<file path="src/hdl/motion_option_pkg.sv">
// Purpose: constants for the motion option and monitor selection decoder
// Assumes: one 40 MHz command-processing clock
// Notes: command codes and allocation byte layout are local choices
// Summary of operation
// - Option field is frame bytes three and four
// - Options honoured only for option-taking motion commands
// - Default bit map unless allocation mode digit is 1
// - New allocation applies after reset or configuration
// - Two-bit filter select: none, exponential, S-curve
// - Two-bit gain select; codes two, three invalid
// - Speed loop bit: PI or P-only
// - Position integrator clear bit
// - Forward and reverse torque limit enables
// - Latch input block bit, allocated only
// - Four-bit acceleration parameter bank select
// - Three bits drive general outputs directly
// - General outputs need all assignment parameters zero
// - Unallocated function reads as zero
// - Monitor selection accepted with monitor and motion commands except CMD_SV_CTRL
// - Four monitor nibbles over two bytes
// - Monitor codes map to position, speed, torque, option
package motion_option_pkg;

	// Command codes
	localparam logic [7:0] CMD_CONFIG = 8'h04;
	localparam logic [7:0] CMD_SMON = 8'h30;
	localparam logic [7:0] CMD_SV_ON = 8'h31;
	localparam logic [7:0] CMD_SV_OFF = 8'h32;
	localparam logic [7:0] CMD_HOLD = 8'h25;
	localparam logic [7:0] CMD_INTERPOLATE = 8'h34;
	localparam logic [7:0] CMD_POSING = 8'h35;
	localparam logic [7:0] CMD_FEED = 8'h36;
	localparam logic [7:0] CMD_LATCH = 8'h38;
	localparam logic [7:0] CMD_EX_POSING = 8'h39;
	localparam logic [7:0] CMD_HOMING = 8'h3a;
	localparam logic [7:0] CMD_SPEED = 8'h3c;
	localparam logic [7:0] CMD_TORQUE = 8'h3d;
	localparam logic [7:0] CMD_SV_CTRL = 8'h3f;
	localparam logic [7:0] CMD_SENS_ON = 8'h23;
	localparam logic [7:0] CMD_SENS_OFF = 8'h24;
	localparam logic [7:0] CMD_BRK_ON = 8'h21;
	localparam logic [7:0] CMD_BRK_OFF = 8'h22;
	localparam logic [7:0] CMD_LTMOD_ON = 8'h28;
	localparam logic [7:0] CMD_LTMOD_OFF = 8'h29;

	// Allocation byte: start bit in [3:0], enable in [4]
	localparam int ALLOC_POS_LSB = 0;
	localparam int ALLOC_EN_BIT = 4;
	localparam logic [3:0] ALLOC_MODE_CUSTOM = 4'h1;
	localparam int NUM_ALLOC_PARAMS = 5;
	localparam logic [15:0] DEFAULT_ALLOC_0 = 16'h1813;
	localparam logic [15:0] DEFAULT_ALLOC_1 = 16'h1d1c;
	localparam logic [15:0] DEFAULT_ALLOC_2 = 16'h1f1e;
	localparam logic [15:0] DEFAULT_ALLOC_3 = 16'h0000;
	localparam logic [15:0] DEFAULT_ALLOC_4 = 16'h0000;

	// Filter and gain codes
	localparam logic [1:0] FILTER_NONE = 2'h0;
	localparam logic [1:0] FILTER_ILLEGAL = 2'h3;
	localparam logic [1:0] GAIN_FIRST = 2'h0;
	localparam logic [1:0] GAIN_SECOND = 2'h1;

	// Monitor slot classes
	localparam logic [2:0] MON_UNUSED = 3'h0;
	localparam logic [2:0] MON_POSITION = 3'h1;
	localparam logic [2:0] MON_SPEED = 3'h2;
	localparam logic [2:0] MON_TORQUE = 3'h3;
	localparam logic [2:0] MON_OPTION = 3'h4;
	localparam logic [3:0] MON_CODE_RESET = 4'h0;

	function automatic logic takes_option(input logic [7:0] code);
		takes_option = (code == CMD_SV_ON) || (code == CMD_HOLD)
			|| (code == CMD_INTERPOLATE) || (code == CMD_POSING)
			|| (code == CMD_FEED) || (code == CMD_LATCH)
			|| (code == CMD_EX_POSING) || (code == CMD_HOMING)
			|| (code == CMD_SPEED) || (code == CMD_TORQUE)
			|| (code == CMD_SV_CTRL);
	endfunction

	function automatic logic takes_monitor(input logic [7:0] code);
		takes_monitor = (takes_option(code) && code != CMD_SV_CTRL)
			|| (code == CMD_SV_OFF) || (code == CMD_SMON)
			|| (code == CMD_SENS_ON) || (code == CMD_SENS_OFF)
			|| (code == CMD_BRK_ON) || (code == CMD_BRK_OFF)
			|| (code == CMD_LTMOD_ON) || (code == CMD_LTMOD_OFF);
	endfunction

endpackage

</file>
<file path="src/hdl/motion_option_decoder.sv">
// Purpose: decode option and monitor selection fields of a command frame
// Assumes: frame fields and parameters come from logic on CLOCK_I
// Notes: results appear one edge after FRAME_VALID_I and hold
`timescale 1ns/1ps
module motion_option_decoder
	import motion_option_pkg::*;
(
	input wire logic CLOCK_I, // 40 MHz clock
	input wire logic RESET_N_I, // Async reset, active low
	input wire logic FRAME_VALID_I, // One-cycle frame strobe
	input wire logic [7:0] COMMAND_CODE_I, // Command byte
	input wire logic [15:0] OPTION_FIELD_I, // Bytes three, four
	input wire logic [15:0] MONITOR_SELECT_I, // Two selection bytes
	input wire logic [15:0] OPTION_ALLOC_MODE_PARAM_I, // Mode digit
	input wire logic [15:0] OPTION_ALLOC_PARAM_FIRST_I, // Filter, gain
	input wire logic [15:0] OPTION_ALLOC_PARAM_2_I, // Speed, clear
	input wire logic [15:0] OPTION_ALLOC_PARAM_3_I, // Torque limits
	input wire logic [15:0] OPTION_ALLOC_PARAM_4_I, // Latch, bank
	input wire logic [15:0] OPTION_ALLOC_PARAM_LAST_I, // Outputs
	input wire logic [15:0] OUTPUT_ASSIGN_PARAM_A_I, // Output 1 assign
	input wire logic [15:0] OUTPUT_ASSIGN_PARAM_B_I, // Output 2 assign
	input wire logic [15:0] OUTPUT_ASSIGN_PARAM_C_I, // Output 3 assign
	output logic FRAME_DONE_O, // Frame decoded pulse
	output logic OPTION_APPLIED_O, // Option decoded pulse
	output logic ALLOC_CUSTOM_O, // Custom map in use
	output logic [1:0] ACCEL_FILTER_SELECT_O, // Filter code
	output logic ACCEL_FILTER_INVALID_O, // Code 3 received
	output logic GAIN_SECOND_O, // Second gain set
	output logic GAIN_SELECT_INVALID_O, // Reserved gain code
	output logic SPEED_LOOP_P_ONLY_O, // P-only speed loop
	output logic POSITION_INTEGRATOR_CLEAR_O, // Clear integrator
	output logic FORWARD_TORQUE_LIMIT_EN_O, // Forward limit
	output logic REVERSE_TORQUE_LIMIT_EN_O, // Reverse limit
	output logic LATCH_INPUT_BLOCK_O, // Latch input blocked
	output logic [3:0] ACCEL_PARAM_BANK_O, // Bank 0 to 15
	output logic GENERAL_OUTPUT_1_O, // General output 1
	output logic GENERAL_OUTPUT_2_O, // General output 2
	output logic GENERAL_OUTPUT_3_O, // General output 3
	output logic [3:0] MONITOR_CODE_1_O, // Slot 1 code
	output logic [3:0] MONITOR_CODE_2_O, // Slot 2 code
	output logic [3:0] MONITOR_CODE_3_O, // Slot 3 code
	output logic [3:0] MONITOR_CODE_4_O, // Slot 4 code
	output logic [2:0] MONITOR_CLASS_1_O, // Slot 1 class
	output logic [2:0] MONITOR_CLASS_2_O, // Slot 2 class
	output logic [2:0] MONITOR_CLASS_3_O, // Slot 3 class
	output logic [2:0] MONITOR_CLASS_4_O // Slot 4 class
);

	typedef struct packed {
		logic loaded;
		logic alloc_custom;
		logic [NUM_ALLOC_PARAMS-1:0][15:0] alloc;
		logic frame_done;
		logic option_applied;
		logic [1:0] accel_filter_select;
		logic accel_filter_invalid;
		logic gain_second;
		logic gain_select_invalid;
		logic speed_loop_p_only;
		logic position_integrator_clear;
		logic forward_torque_limit_en;
		logic reverse_torque_limit_en;
		logic latch_input_block;
		logic [3:0] accel_param_bank;
		logic [2:0] general_output;
		logic [3:0][3:0] monitor_code_select;
	} decoder_state_t;

	localparam logic [NUM_ALLOC_PARAMS-1:0][15:0] DEFAULT_ALLOC = {
		DEFAULT_ALLOC_4, DEFAULT_ALLOC_3, DEFAULT_ALLOC_2,
		DEFAULT_ALLOC_1, DEFAULT_ALLOC_0
	};

	decoder_state_t st;
	decoder_state_t next_st;
	logic rst_meta_n;
	logic rst_n;
	logic [NUM_ALLOC_PARAMS-1:0][15:0] active_alloc;
	logic [3:0] filter_bits;
	logic [3:0] gain_bits;
	logic [3:0] speed_bits;
	logic [3:0] clear_bits;
	logic [3:0] fwd_bits;
	logic [3:0] rev_bits;
	logic [3:0] latch_bits;
	logic [3:0] bank_bits;
	logic [3:0] out_bits;
	logic outputs_free;
	logic option_cmd;
	logic monitor_cmd;
	logic config_cmd;
	logic [2:0] class_1;
	logic [2:0] class_2;
	logic [2:0] class_3;
	logic [2:0] class_4;
	logic [7:0] filter_alloc;
	logic [7:0] gain_alloc;
	logic [7:0] speed_alloc;
	logic [7:0] clear_alloc;
	logic [7:0] fwd_alloc;
	logic [7:0] rev_alloc;
	logic [7:0] latch_alloc;
	logic [7:0] bank_alloc;
	logic [7:0] out_alloc;
	logic option_frame;
	logic monitor_frame;
	logic config_frame;

	// Picks up to four option bits from a start position, wrapping at 16
	function automatic logic [3:0] pick_bits(
		input logic [15:0] field,
		input logic [7:0] alloc_byte
	);
		logic [3:0] start;
		logic [31:0] twice;
		start = alloc_byte[ALLOC_POS_LSB +: 4];
		// Doubled field turns a wrap past bit 15 into a plain shift
		twice = {field, field} >> start;
		if (alloc_byte[ALLOC_EN_BIT])
			pick_bits = twice[3:0];
		else
			pick_bits = 4'h0;
	endfunction

	// Release of the external reset through two flops
	always_ff @(posedge CLOCK_I or negedge RESET_N_I)
	begin
		if (!RESET_N_I)
		begin
			rst_meta_n <= 1'b0;
			rst_n <= 1'b0;
		end
		else
		begin
			rst_meta_n <= 1'b1;
			rst_n <= rst_meta_n;
		end
	end

	// Command classification
	always_comb
	begin
		option_cmd = takes_option(COMMAND_CODE_I);
		monitor_cmd = takes_monitor(COMMAND_CODE_I);
		config_cmd = (COMMAND_CODE_I == CMD_CONFIG);
		option_frame = FRAME_VALID_I && option_cmd;
		monitor_frame = FRAME_VALID_I && monitor_cmd;
		config_frame = FRAME_VALID_I && config_cmd;
	end

	// Latched map, never the live parameters
	always_comb
	begin
		if (st.alloc_custom)
			active_alloc = st.alloc;
		else
			active_alloc = DEFAULT_ALLOC;
	end

	// One byte per function, in the order the parameters carry them
	always_comb
	begin
		filter_alloc = active_alloc[0][7:0];
		gain_alloc = active_alloc[0][15:8];
		speed_alloc = active_alloc[1][7:0];
		clear_alloc = active_alloc[1][15:8];
		fwd_alloc = active_alloc[2][7:0];
		rev_alloc = active_alloc[2][15:8];
		latch_alloc = active_alloc[3][7:0];
		bank_alloc = active_alloc[3][15:8];
		out_alloc = active_alloc[4][7:0];
	end

	// Function extraction from the option field
	always_comb
	begin
		filter_bits = pick_bits(OPTION_FIELD_I, filter_alloc);
		gain_bits = pick_bits(OPTION_FIELD_I, gain_alloc);
		speed_bits = pick_bits(OPTION_FIELD_I, speed_alloc);
		clear_bits = pick_bits(OPTION_FIELD_I, clear_alloc);
		fwd_bits = pick_bits(OPTION_FIELD_I, fwd_alloc);
		rev_bits = pick_bits(OPTION_FIELD_I, rev_alloc);
		latch_bits = pick_bits(OPTION_FIELD_I, latch_alloc);
		bank_bits = pick_bits(OPTION_FIELD_I, bank_alloc);
		out_bits = pick_bits(OPTION_FIELD_I, out_alloc);
	end

	// Outputs are owned by the option field only when unassigned
	always_comb
	begin
		outputs_free = (OUTPUT_ASSIGN_PARAM_A_I == 16'h0000)
			&& (OUTPUT_ASSIGN_PARAM_B_I == 16'h0000)
			&& (OUTPUT_ASSIGN_PARAM_C_I == 16'h0000);
	end

	always_comb
	begin
		next_st = st;
		next_st.frame_done = 1'b0;
		next_st.option_applied = 1'b0;

		// Map is captured once after reset and on each configuration
		if (!st.loaded || config_frame)
		begin
			next_st.loaded = 1'b1;
			next_st.alloc_custom =
				(OPTION_ALLOC_MODE_PARAM_I[3:0] == ALLOC_MODE_CUSTOM);
			next_st.alloc = {
				OPTION_ALLOC_PARAM_LAST_I, OPTION_ALLOC_PARAM_4_I,
				OPTION_ALLOC_PARAM_3_I, OPTION_ALLOC_PARAM_2_I,
				OPTION_ALLOC_PARAM_FIRST_I
			};
		end

		if (FRAME_VALID_I)
		begin
			next_st.frame_done = 1'b1;
			if (option_frame)
			begin
				next_st.option_applied = 1'b1;
				// Illegal filter code falls back to no filter
				if (filter_bits[1:0] == FILTER_ILLEGAL)
				begin
					next_st.accel_filter_select = FILTER_NONE;
					next_st.accel_filter_invalid = 1'b1;
				end
				else
				begin
					next_st.accel_filter_select = filter_bits[1:0];
					next_st.accel_filter_invalid = 1'b0;
				end
				// Reserved gain codes keep the first gain set
				unique case (gain_bits[1:0])
					GAIN_FIRST:
					begin
						next_st.gain_second = 1'b0;
						next_st.gain_select_invalid = 1'b0;
					end
					GAIN_SECOND:
					begin
						next_st.gain_second = 1'b1;
						next_st.gain_select_invalid = 1'b0;
					end
					default:
					begin
						next_st.gain_second = 1'b0;
						next_st.gain_select_invalid = 1'b1;
					end
				endcase
				next_st.speed_loop_p_only = speed_bits[0];
				next_st.position_integrator_clear = clear_bits[0];
				next_st.forward_torque_limit_en = fwd_bits[0];
				next_st.reverse_torque_limit_en = rev_bits[0];
				next_st.latch_input_block = latch_bits[0];
				next_st.accel_param_bank = bank_bits;
				// Assigned outputs belong to other sources, so stay off
				if (outputs_free)
				begin
					next_st.general_output[0] = out_bits[0];
					next_st.general_output[1] = out_bits[1];
					next_st.general_output[2] = out_bits[2];
				end
				else
					next_st.general_output = 3'h0;
			end
			if (monitor_frame)
			begin
				next_st.monitor_code_select[0] =
					MONITOR_SELECT_I[3:0];
				next_st.monitor_code_select[1] =
					MONITOR_SELECT_I[7:4];
				next_st.monitor_code_select[2] =
					MONITOR_SELECT_I[11:8];
				next_st.monitor_code_select[3] =
					MONITOR_SELECT_I[15:12];
			end
		end
	end

	always_ff @(posedge CLOCK_I or negedge rst_n)
	begin
		if (!rst_n)
		begin
			st <= '0;
			st.monitor_code_select <= {4{MON_CODE_RESET}};
		end
		else
			st <= next_st;
	end

	// Tables look up the next codes so classes line up with the codes
	monitor_code_table u_class_1 (
		.clk_i(CLOCK_I),
		.rst_n_i(rst_n),
		.code_i(next_st.monitor_code_select[0]),
		.class_o(class_1)
	);

	monitor_code_table u_class_2 (
		.clk_i(CLOCK_I),
		.rst_n_i(rst_n),
		.code_i(next_st.monitor_code_select[1]),
		.class_o(class_2)
	);

	monitor_code_table u_class_3 (
		.clk_i(CLOCK_I),
		.rst_n_i(rst_n),
		.code_i(next_st.monitor_code_select[2]),
		.class_o(class_3)
	);

	monitor_code_table u_class_4 (
		.clk_i(CLOCK_I),
		.rst_n_i(rst_n),
		.code_i(next_st.monitor_code_select[3]),
		.class_o(class_4)
	);

	assign FRAME_DONE_O = st.frame_done;
	assign OPTION_APPLIED_O = st.option_applied;
	assign ALLOC_CUSTOM_O = st.alloc_custom;
	assign ACCEL_FILTER_SELECT_O = st.accel_filter_select;
	assign ACCEL_FILTER_INVALID_O = st.accel_filter_invalid;
	assign GAIN_SECOND_O = st.gain_second;
	assign GAIN_SELECT_INVALID_O = st.gain_select_invalid;
	assign SPEED_LOOP_P_ONLY_O = st.speed_loop_p_only;
	assign POSITION_INTEGRATOR_CLEAR_O = st.position_integrator_clear;
	assign FORWARD_TORQUE_LIMIT_EN_O = st.forward_torque_limit_en;
	assign REVERSE_TORQUE_LIMIT_EN_O = st.reverse_torque_limit_en;
	assign LATCH_INPUT_BLOCK_O = st.latch_input_block;
	assign ACCEL_PARAM_BANK_O = st.accel_param_bank;
	assign GENERAL_OUTPUT_1_O = st.general_output[0];
	assign GENERAL_OUTPUT_2_O = st.general_output[1];
	assign GENERAL_OUTPUT_3_O = st.general_output[2];
	assign MONITOR_CODE_1_O = st.monitor_code_select[0];
	assign MONITOR_CODE_2_O = st.monitor_code_select[1];
	assign MONITOR_CODE_3_O = st.monitor_code_select[2];
	assign MONITOR_CODE_4_O = st.monitor_code_select[3];
	assign MONITOR_CLASS_1_O = class_1;
	assign MONITOR_CLASS_2_O = class_2;
	assign MONITOR_CLASS_3_O = class_3;
	assign MONITOR_CLASS_4_O = class_4;

endmodule // motion_option_decoder

</file>
<file path="src/hdl/monitor_code_table.sv">
// Purpose: lookup of the quantity class for one monitor code
// Assumes: address settles before the clock edge
// Notes: read data is registered
`timescale 1ns/1ps
module monitor_code_table
	import motion_option_pkg::*;
(
	input wire logic clk_i, // Clock
	input wire logic rst_n_i, // Synchronised reset
	input wire logic [3:0] code_i, // Monitor code
	output logic [2:0] class_o // Quantity class
);

	typedef struct packed {
		logic [2:0] class_q;
	} table_state_t;

	table_state_t st;
	table_state_t next_st;

	always_comb
	begin
		next_st = st;
		unique case (code_i)
			4'h0, 4'h1, 4'h2, 4'h3, 4'h4, 4'h5, 4'h6:
				next_st.class_q = MON_POSITION;
			4'h8, 4'h9, 4'ha: next_st.class_q = MON_SPEED;
			4'hb: next_st.class_q = MON_TORQUE;
			4'he, 4'hf: next_st.class_q = MON_OPTION;
			4'h7, 4'hc, 4'hd: next_st.class_q = MON_UNUSED;
		endcase
	end

	always_ff @(posedge clk_i or negedge rst_n_i)
	begin
		if (!rst_n_i)
			st <= '0;
		else
			st <= next_st;
	end

	assign class_o = st.class_q;

endmodule // monitor_code_table

</file>
<file path="config.mk">
export PLATFORM = sky130hd
export DESIGN_NAME = motion_option_decoder
export DESIGN_NICKNAME = d
export VERILOG_FILES = /design/src/hdl/motion_option_pkg.sv /design/src/hdl/motion_option_decoder.sv /design/src/hdl/monitor_code_table.sv
export SDC_FILE = /design/constraint.sdc
export NUM_CORES = 1
export LEC_CHECK = 0
export ABC_AREA = 1
export BUFFER_PORTS_ARGS = -buffer_cell sky130_fd_sc_hd__buf_4
export CAP_MARGIN = 40
export CORE_MARGIN = 2
export CORE_UTILIZATION = 54
export CTS_CLUSTER_DIAMETER = 200
export DETAILED_ROUTE_END_ITERATION = 6
export PLACE_DENSITY_LB_ADDON = 0.3
export SYNTH_ARGS = -nofsm -noshare
export SYNTH_HDL_FRONTEND = slang
export SYNTH_SLANG_ARGS = --single-unit
export TNS_END_PERCENT = 100
</file>
<file path="constraint.sdc">
create_clock -name CLOCK_I -period 5.9 [get_ports CLOCK_I]
set_input_delay 0.59 -clock CLOCK_I [delete_from_list [all_inputs] [get_ports CLOCK_I]]
set_output_delay 0.59 -clock CLOCK_I [all_outputs]
set_load 0.05 [all_outputs]
</file>
=== Word level (Yosys, flattened, before mapping) ===
Memories as Yosys holds them, arrays and structs flattened. A register that Yosys moved wholly into a read port is not among the register bits.
Index checks and enable logic that the tools add are counted.

* Bits in registers: 108
* Bits in read-only memories: 192
* Input port bits: 187
* Output and inout port bits: 48
* Logic and storage cells: 114
* Memories kept: 4

{| class="wikitable"
|+ Memories
! name !! words !! width !! read ports !! clocked after Yosys merged registers in !! write ports !! RTL line !! source
|-
| (name not given) || 16 || 3 || 1 || 1 || 0 || monitor_code_table.sv:24 || <nowiki>unique case (code_i)</nowiki>
|-
| (name not given) || 16 || 3 || 1 || 1 || 0 || monitor_code_table.sv:24 ||
|-
| (name not given) || 16 || 3 || 1 || 1 || 0 || monitor_code_table.sv:24 ||
|-
| (name not given) || 16 || 3 || 1 || 1 || 0 || monitor_code_table.sv:24 ||
|}

* Equal/unequal tests: 24
* Shift-type cells: 9
* Muxes and demuxes: 16
* Reduce and logical (&&, ||, !) cells: 35

{| class="wikitable"
|+ Operators with widths
! kind !! number
|-
| >> shifter 32 x 4 -> 1 bit || 5
|-
| equality test 8 x 6 -> 1 bit (second input constant) || 19
|-
| two-way mux 69 bit || 1
|-
| >> shifter 32 x 4 -> 2 bit || 2
|-
| zero test 16 bit || 3
|-
| two-way mux 35 bit || 1
|-
| >> shifter 32 x 4 -> 3 bit || 1
|-
| >> shifter 32 x 4 -> 4 bit || 1
|-
| logical OR 1 bit || 19
|-
| two-way mux 18 bit || 1
|-
| two-way mux 16 bit || 1
|-
| two-way mux 3 bit || 3
|-
| equality test 8 x 3 -> 1 bit (second input constant) || 1
|-
| inequality test 8 x 6 -> 1 bit (second input constant) || 1
|-
| logical AND 1 bit || 6
|-
| zero test 1 bit || 5
|-
| two-way mux 1 bit || 5
|-
| equality test 4 x 1 -> 1 bit (second input constant) || 1
|-
| two-way mux 2 bit || 2
|-
| two-way mux 4 bit || 1
|-
| case mux 2 bit (2 select lines) || 1
|-
| equality test 2 x 1 -> 1 bit (second input constant) || 1
|-
| equality test 2 bit (second input constant) || 1
|-
| zero test 2 bit || 1
|-
| AND reduction 2 bit || 1
|}

=== Depth between registers and ports, before layout ===
* Word-level depth: 23
* Depth in mapped cells: 16
* Depth with buffers taken out: 15

=== Hierarchy ===
A second synthesis with hierarchy kept.

* Cell total of the unflattened synthesis: 1033
* Area, all modules: 6686.4 um^2

{| class="wikitable"
|+ By module, submodules not included
! module !! instances !! cells each !! area each (um^2) !! sequential area each (um^2)
|-
| motion_option_decoder || 1 || 985 || 6246.0 || 2102.0
|-
| monitor_code_table || 4 || 12 || 110.1 || 75.1
|}

=== Worst setup path before layout ===
Ideal clock, no wire load.

* Path type: input to register
* Start point: in FRAME_VALID_I
* End point: reg st[36] in the netlist's numbering
* Library setup time: 0.125 ns
* Arrival time: 1.779 ns
* Slack: 3.997 ns
* Stages: 5
* Cells stage by stage: buf_2 > nand3_1 > o31ai_4 > buf_2 > mux2_2

* Cells in the longest elaborated chain, start to end: 2

{| class="wikitable"
|+ RTL lines
! element !! RTL line !! source
|-
| start, declared || motion_option_decoder.sv:10 || <nowiki>input wire logic FRAME_VALID_I,</nowiki>
|-
| logical AND 1 bit || motion_option_decoder.sv:148 || <nowiki>config_frame = FRAME_VALID_I && config_cmd;</nowiki>
|-
| logical OR 1 bit || motion_option_decoder.sv:203 || <nowiki>if (!st.loaded || config_frame)</nowiki>
|-
| end signal, assigned || motion_option_decoder.sv:288 || <nowiki>st <= next_st;</nowiki>
|-
| end, declared || motion_option_decoder.sv:74 || <nowiki>decoder_state_t st;</nowiki>
|}

No other way between the ends.
A chain may end at the register's enable or synchronous reset.

=== Final worst setup path ===
* Start point: reg st, in the netlist ALLOC_CUSTOM_O
* End point: reg st, in the netlist ACCEL_FILTER_INVALID_O

* Cells in the longest elaborated chain, start to end: 5

{| class="wikitable"
|+ RTL lines
! element !! RTL line !! source
|-
| two-way mux 69 bit * || motion_option_decoder.sv:154 || <nowiki>if (st.alloc_custom)</nowiki>
|-
| >> shifter 32 x 4 -> 2 bit || motion_option_decoder.sv:118 || <nowiki>twice = {field, field} >> start;</nowiki>
|-
| two-way mux 2 bit * || motion_option_decoder.sv:119 || <nowiki>if (alloc_byte[ALLOC_EN_BIT])</nowiki>
|-
| equality test 2 bit * || motion_option_decoder.sv:222 || <nowiki>if (filter_bits[1:0] == FILTER_ILLEGAL)</nowiki>
|-
| two-way mux 3 bit * || motion_option_decoder.sv:222 ||
|}

Every way passes the cells marked *; elsewhere a longest branch is shown, timed or not.

==> run metrics <==
area growth from synthesis to layout=25.55%; Root Driver=clkbuf_16; CP top delay family=simple AND/OR/NAND/NOR gates; fin crit share=39.44%; largest family of logic cells by synthesized area=simple AND/OR/NAND/NOR gates; Antenna diodes=0; setup violators final=0; die width=111.8 µm; Die ar.=12490 µm²; Die H=111.8 µm; post-route ant nets=0; largest cells by area after synthesis=dfrtp_1, nand2_1, o21ai_0, nand3_1, mux2_2; final setup TNS=0 ps; initial core utilization=55.17%; row cnt=39; clk_lat worst skew=350 ps; first-pass GRT wire length=30.46 mm; Synth area leader=dfrtp_1; status=finished with violations; Slew @ Worst Pin=789.8 ps; Yosys warning total=0; initial antenna violation count=0; worst flop-to-flop path startpoint=ALLOC_CUSTOM_O; #FFs+latches synth=96; WL/cell=16.54 µm; GRT overflow=0; hold buffer count at cts=0; drt pass-1 iters=7; Clock H-tree levels=3; CP peak stage delay=400 ps; sequential fraction of the synthesis area=38.30%; Post-Route Utilization=69.26%; Max Fclk=0.4298 GHz; Avg Inst Size Synth=7.362 µm²; XOR/XNOR share of the synthesized area=0%; worst path arrival time=2560 ps; GPL Wtd Cong=0.9976; critical path type=register to register; Yosys cell types=39; compound-gate portion of the synthesized area=19.77%; Post-Syn Area=6272 µm²; P per Cell Area=280.0 nW/µm²; Worst VDD drop=0.2509 mV; Final Skew=7.854 ps; share of layout cells above drive strength 1=25.95%; Iter 0 DRT Violations=677; number of synthesized flops with an enable pin=0; Final Hold Vio Count=0; Layout Nets=1184; critical-path cell list=buf_4 -> inv_2 -> nor2_2 -> inv_1 -> a21oi_1 -> o21ai_0 -> nand3_1 -> nand3_1 -> nand2_1 -> nand3b_1 -> nand2_1; Core ar.=11370 µm²; CP required=6140 ps; Clock transition at path regs=70 ps; CP endpoint kind=register; Post-DP HPWL=13.34 mm; Synth async-reset ratio=100.0%; Post-route DRC=1; post-synth top area share=38.30%; top cells by count, synth=nand2_1, o21ai_0, dfrtp_1, nand3_1, inv_1; Clock Sinks=96; port bufs=187; all-layer global routing usage=30.14%; Total Routed Length=18.94 mm; Num CTS Buffers=9; largest net degree at the start of global routing=62; post-synthesis mux area share=5.566%; maximum clock path buffer count=2; CTS tree=done; Synth Instances=852; Lkg Pwr=3.981 nW; Primary FF master, synth=dfrtp_1; simple-gate portion of the synthesized area=26.55%; number of max-cap violations=0; I/O pins=235; Adder-Cell Fraction of Synth Area=0%; WP buf/inv=3; Fill cells=1027; Worst path slowest cell=nor2_2; Worst slew margin=47.22%; Setup Fix Bufs, Post-CTS=0; Hold Path Class=input port to async pin; via/cell ratio=5.954; post-CTS sizing=0; Max Slew Vio Count=0; RSZ-0062 raised after global routing=false; type of origin of the critical path=register; top-count cell post-synth=nand2_1; crit path from=ALLOC_CUSTOM_O; vias in the first global route=6302; CP Max Fanout=17; routed via count=6817; violated checks=design-rule violations; Tmin final=2327 ps
power breakdown:
| part | internal (mW) | total (mW) | leakage (nW) | switching [mW] |
|---|---|---|---|---|
| sequential | 0.759 | 0.820 | 1.19 | 0.0606 |
| combinational | 0.246 | 0.748 | 2.64 | 0.501 |
| clock | 0.374 | 0.638 | 0.151 | 0.264 |
| total | 1.38 | 2.21 | 3.98 | 0.826 |
final cells by class:
class,instances,area (µm²),share of cell area [%]
Multi-Input combinational cell,626,3262,41.42
Sequential cell,96,2406,30.55
Timing Repair Buffer,191,1434,18.21
Inverter,73,274.0,3.480
Clock buffer,10,229.0,2.908
Tap cell,143,178.9,2.272
Clock inverter,6,91.34,1.160
cell families after synthesis:
kind of cell | after synthesis
buf+inv | 131
simple gates | 380
compound gates | 213
flops | 96
other cells | 1
mux | 31
state kept, by name, summed over array words and instances, names as in the netlist, 2 cells and up:
| signal | cells |
|---|---|
| u_class_3.class_o | 3 |
| ACCEL_PARAM_BANK_O | 4 |
| u_class_2.class_o | 3 |
| MONITOR_CODE_2_O | 4 |
| MONITOR_CODE_1_O | 4 |
| u_class_4.class_o | 3 |
| MONITOR_CODE_4_O | 4 |
| MONITOR_CODE_3_O | 4 |
| st | 46 |
| ACCEL_FILTER_SELECT_O | 2 |
| u_class_1.class_o | 3 |
layout by cell type, fill, tap and decap left out, drive strengths merged, types with 4 or more instances in the layout:
master / n
a21oi: 47
and3: 5
buf: 191
clkbuf: 10
clkinv: 6
dfrtp: 96
inv: 69
mux2: 31
nand2: 229
nand3: 90
nand4: 4
nor2: 35
nor4: 12
o211ai: 28
o21ai: 112
o221ai: 16
path summary, 6_finish.rpt:
kind                       cells after the start                     end  slack [ps]
min in group CLOCK_I                           0                   rst_n         350
setup reg to reg                              11  ACCEL_FILTER_INVALID_O        3570
hold reg to reg                                0                  st[54]         300
max in group asynchronous                      1            FRAME_DONE_O        4490
setup / recovery                              11  ACCEL_FILTER_INVALID_O        3570
hold / removal                                 1                   rst_n           9
stage by stage:
stage               setup slack [ps]  hold WS, ps  area [µm²]  instances  power [mW]
floorplan                       3028        294.4        6276        853       1.350
global placement                3558        303.0        7555       1129       1.557
detailed placement              3473        318.4        7555       1129       1.572
CTS                             3591        4.515        7875       1145       2.210
global route                    3235       0.9628        7875       1145       2.305
finish                          3573        9.159        7875       1145       2.205
per-layer routing:
metal / up-vias / wire [µm] / track usage [%]
li1: 3188 / - / -
met1: 3127 / 7114 / 37.15
met2: 416 / 9041 / 50.22
met3: 86 / 1931 / 6.042
met4: 0 / 850 / 15.56
met5: - / 0 / 0
Note: power is estimated with default switching activity, not from simulation.
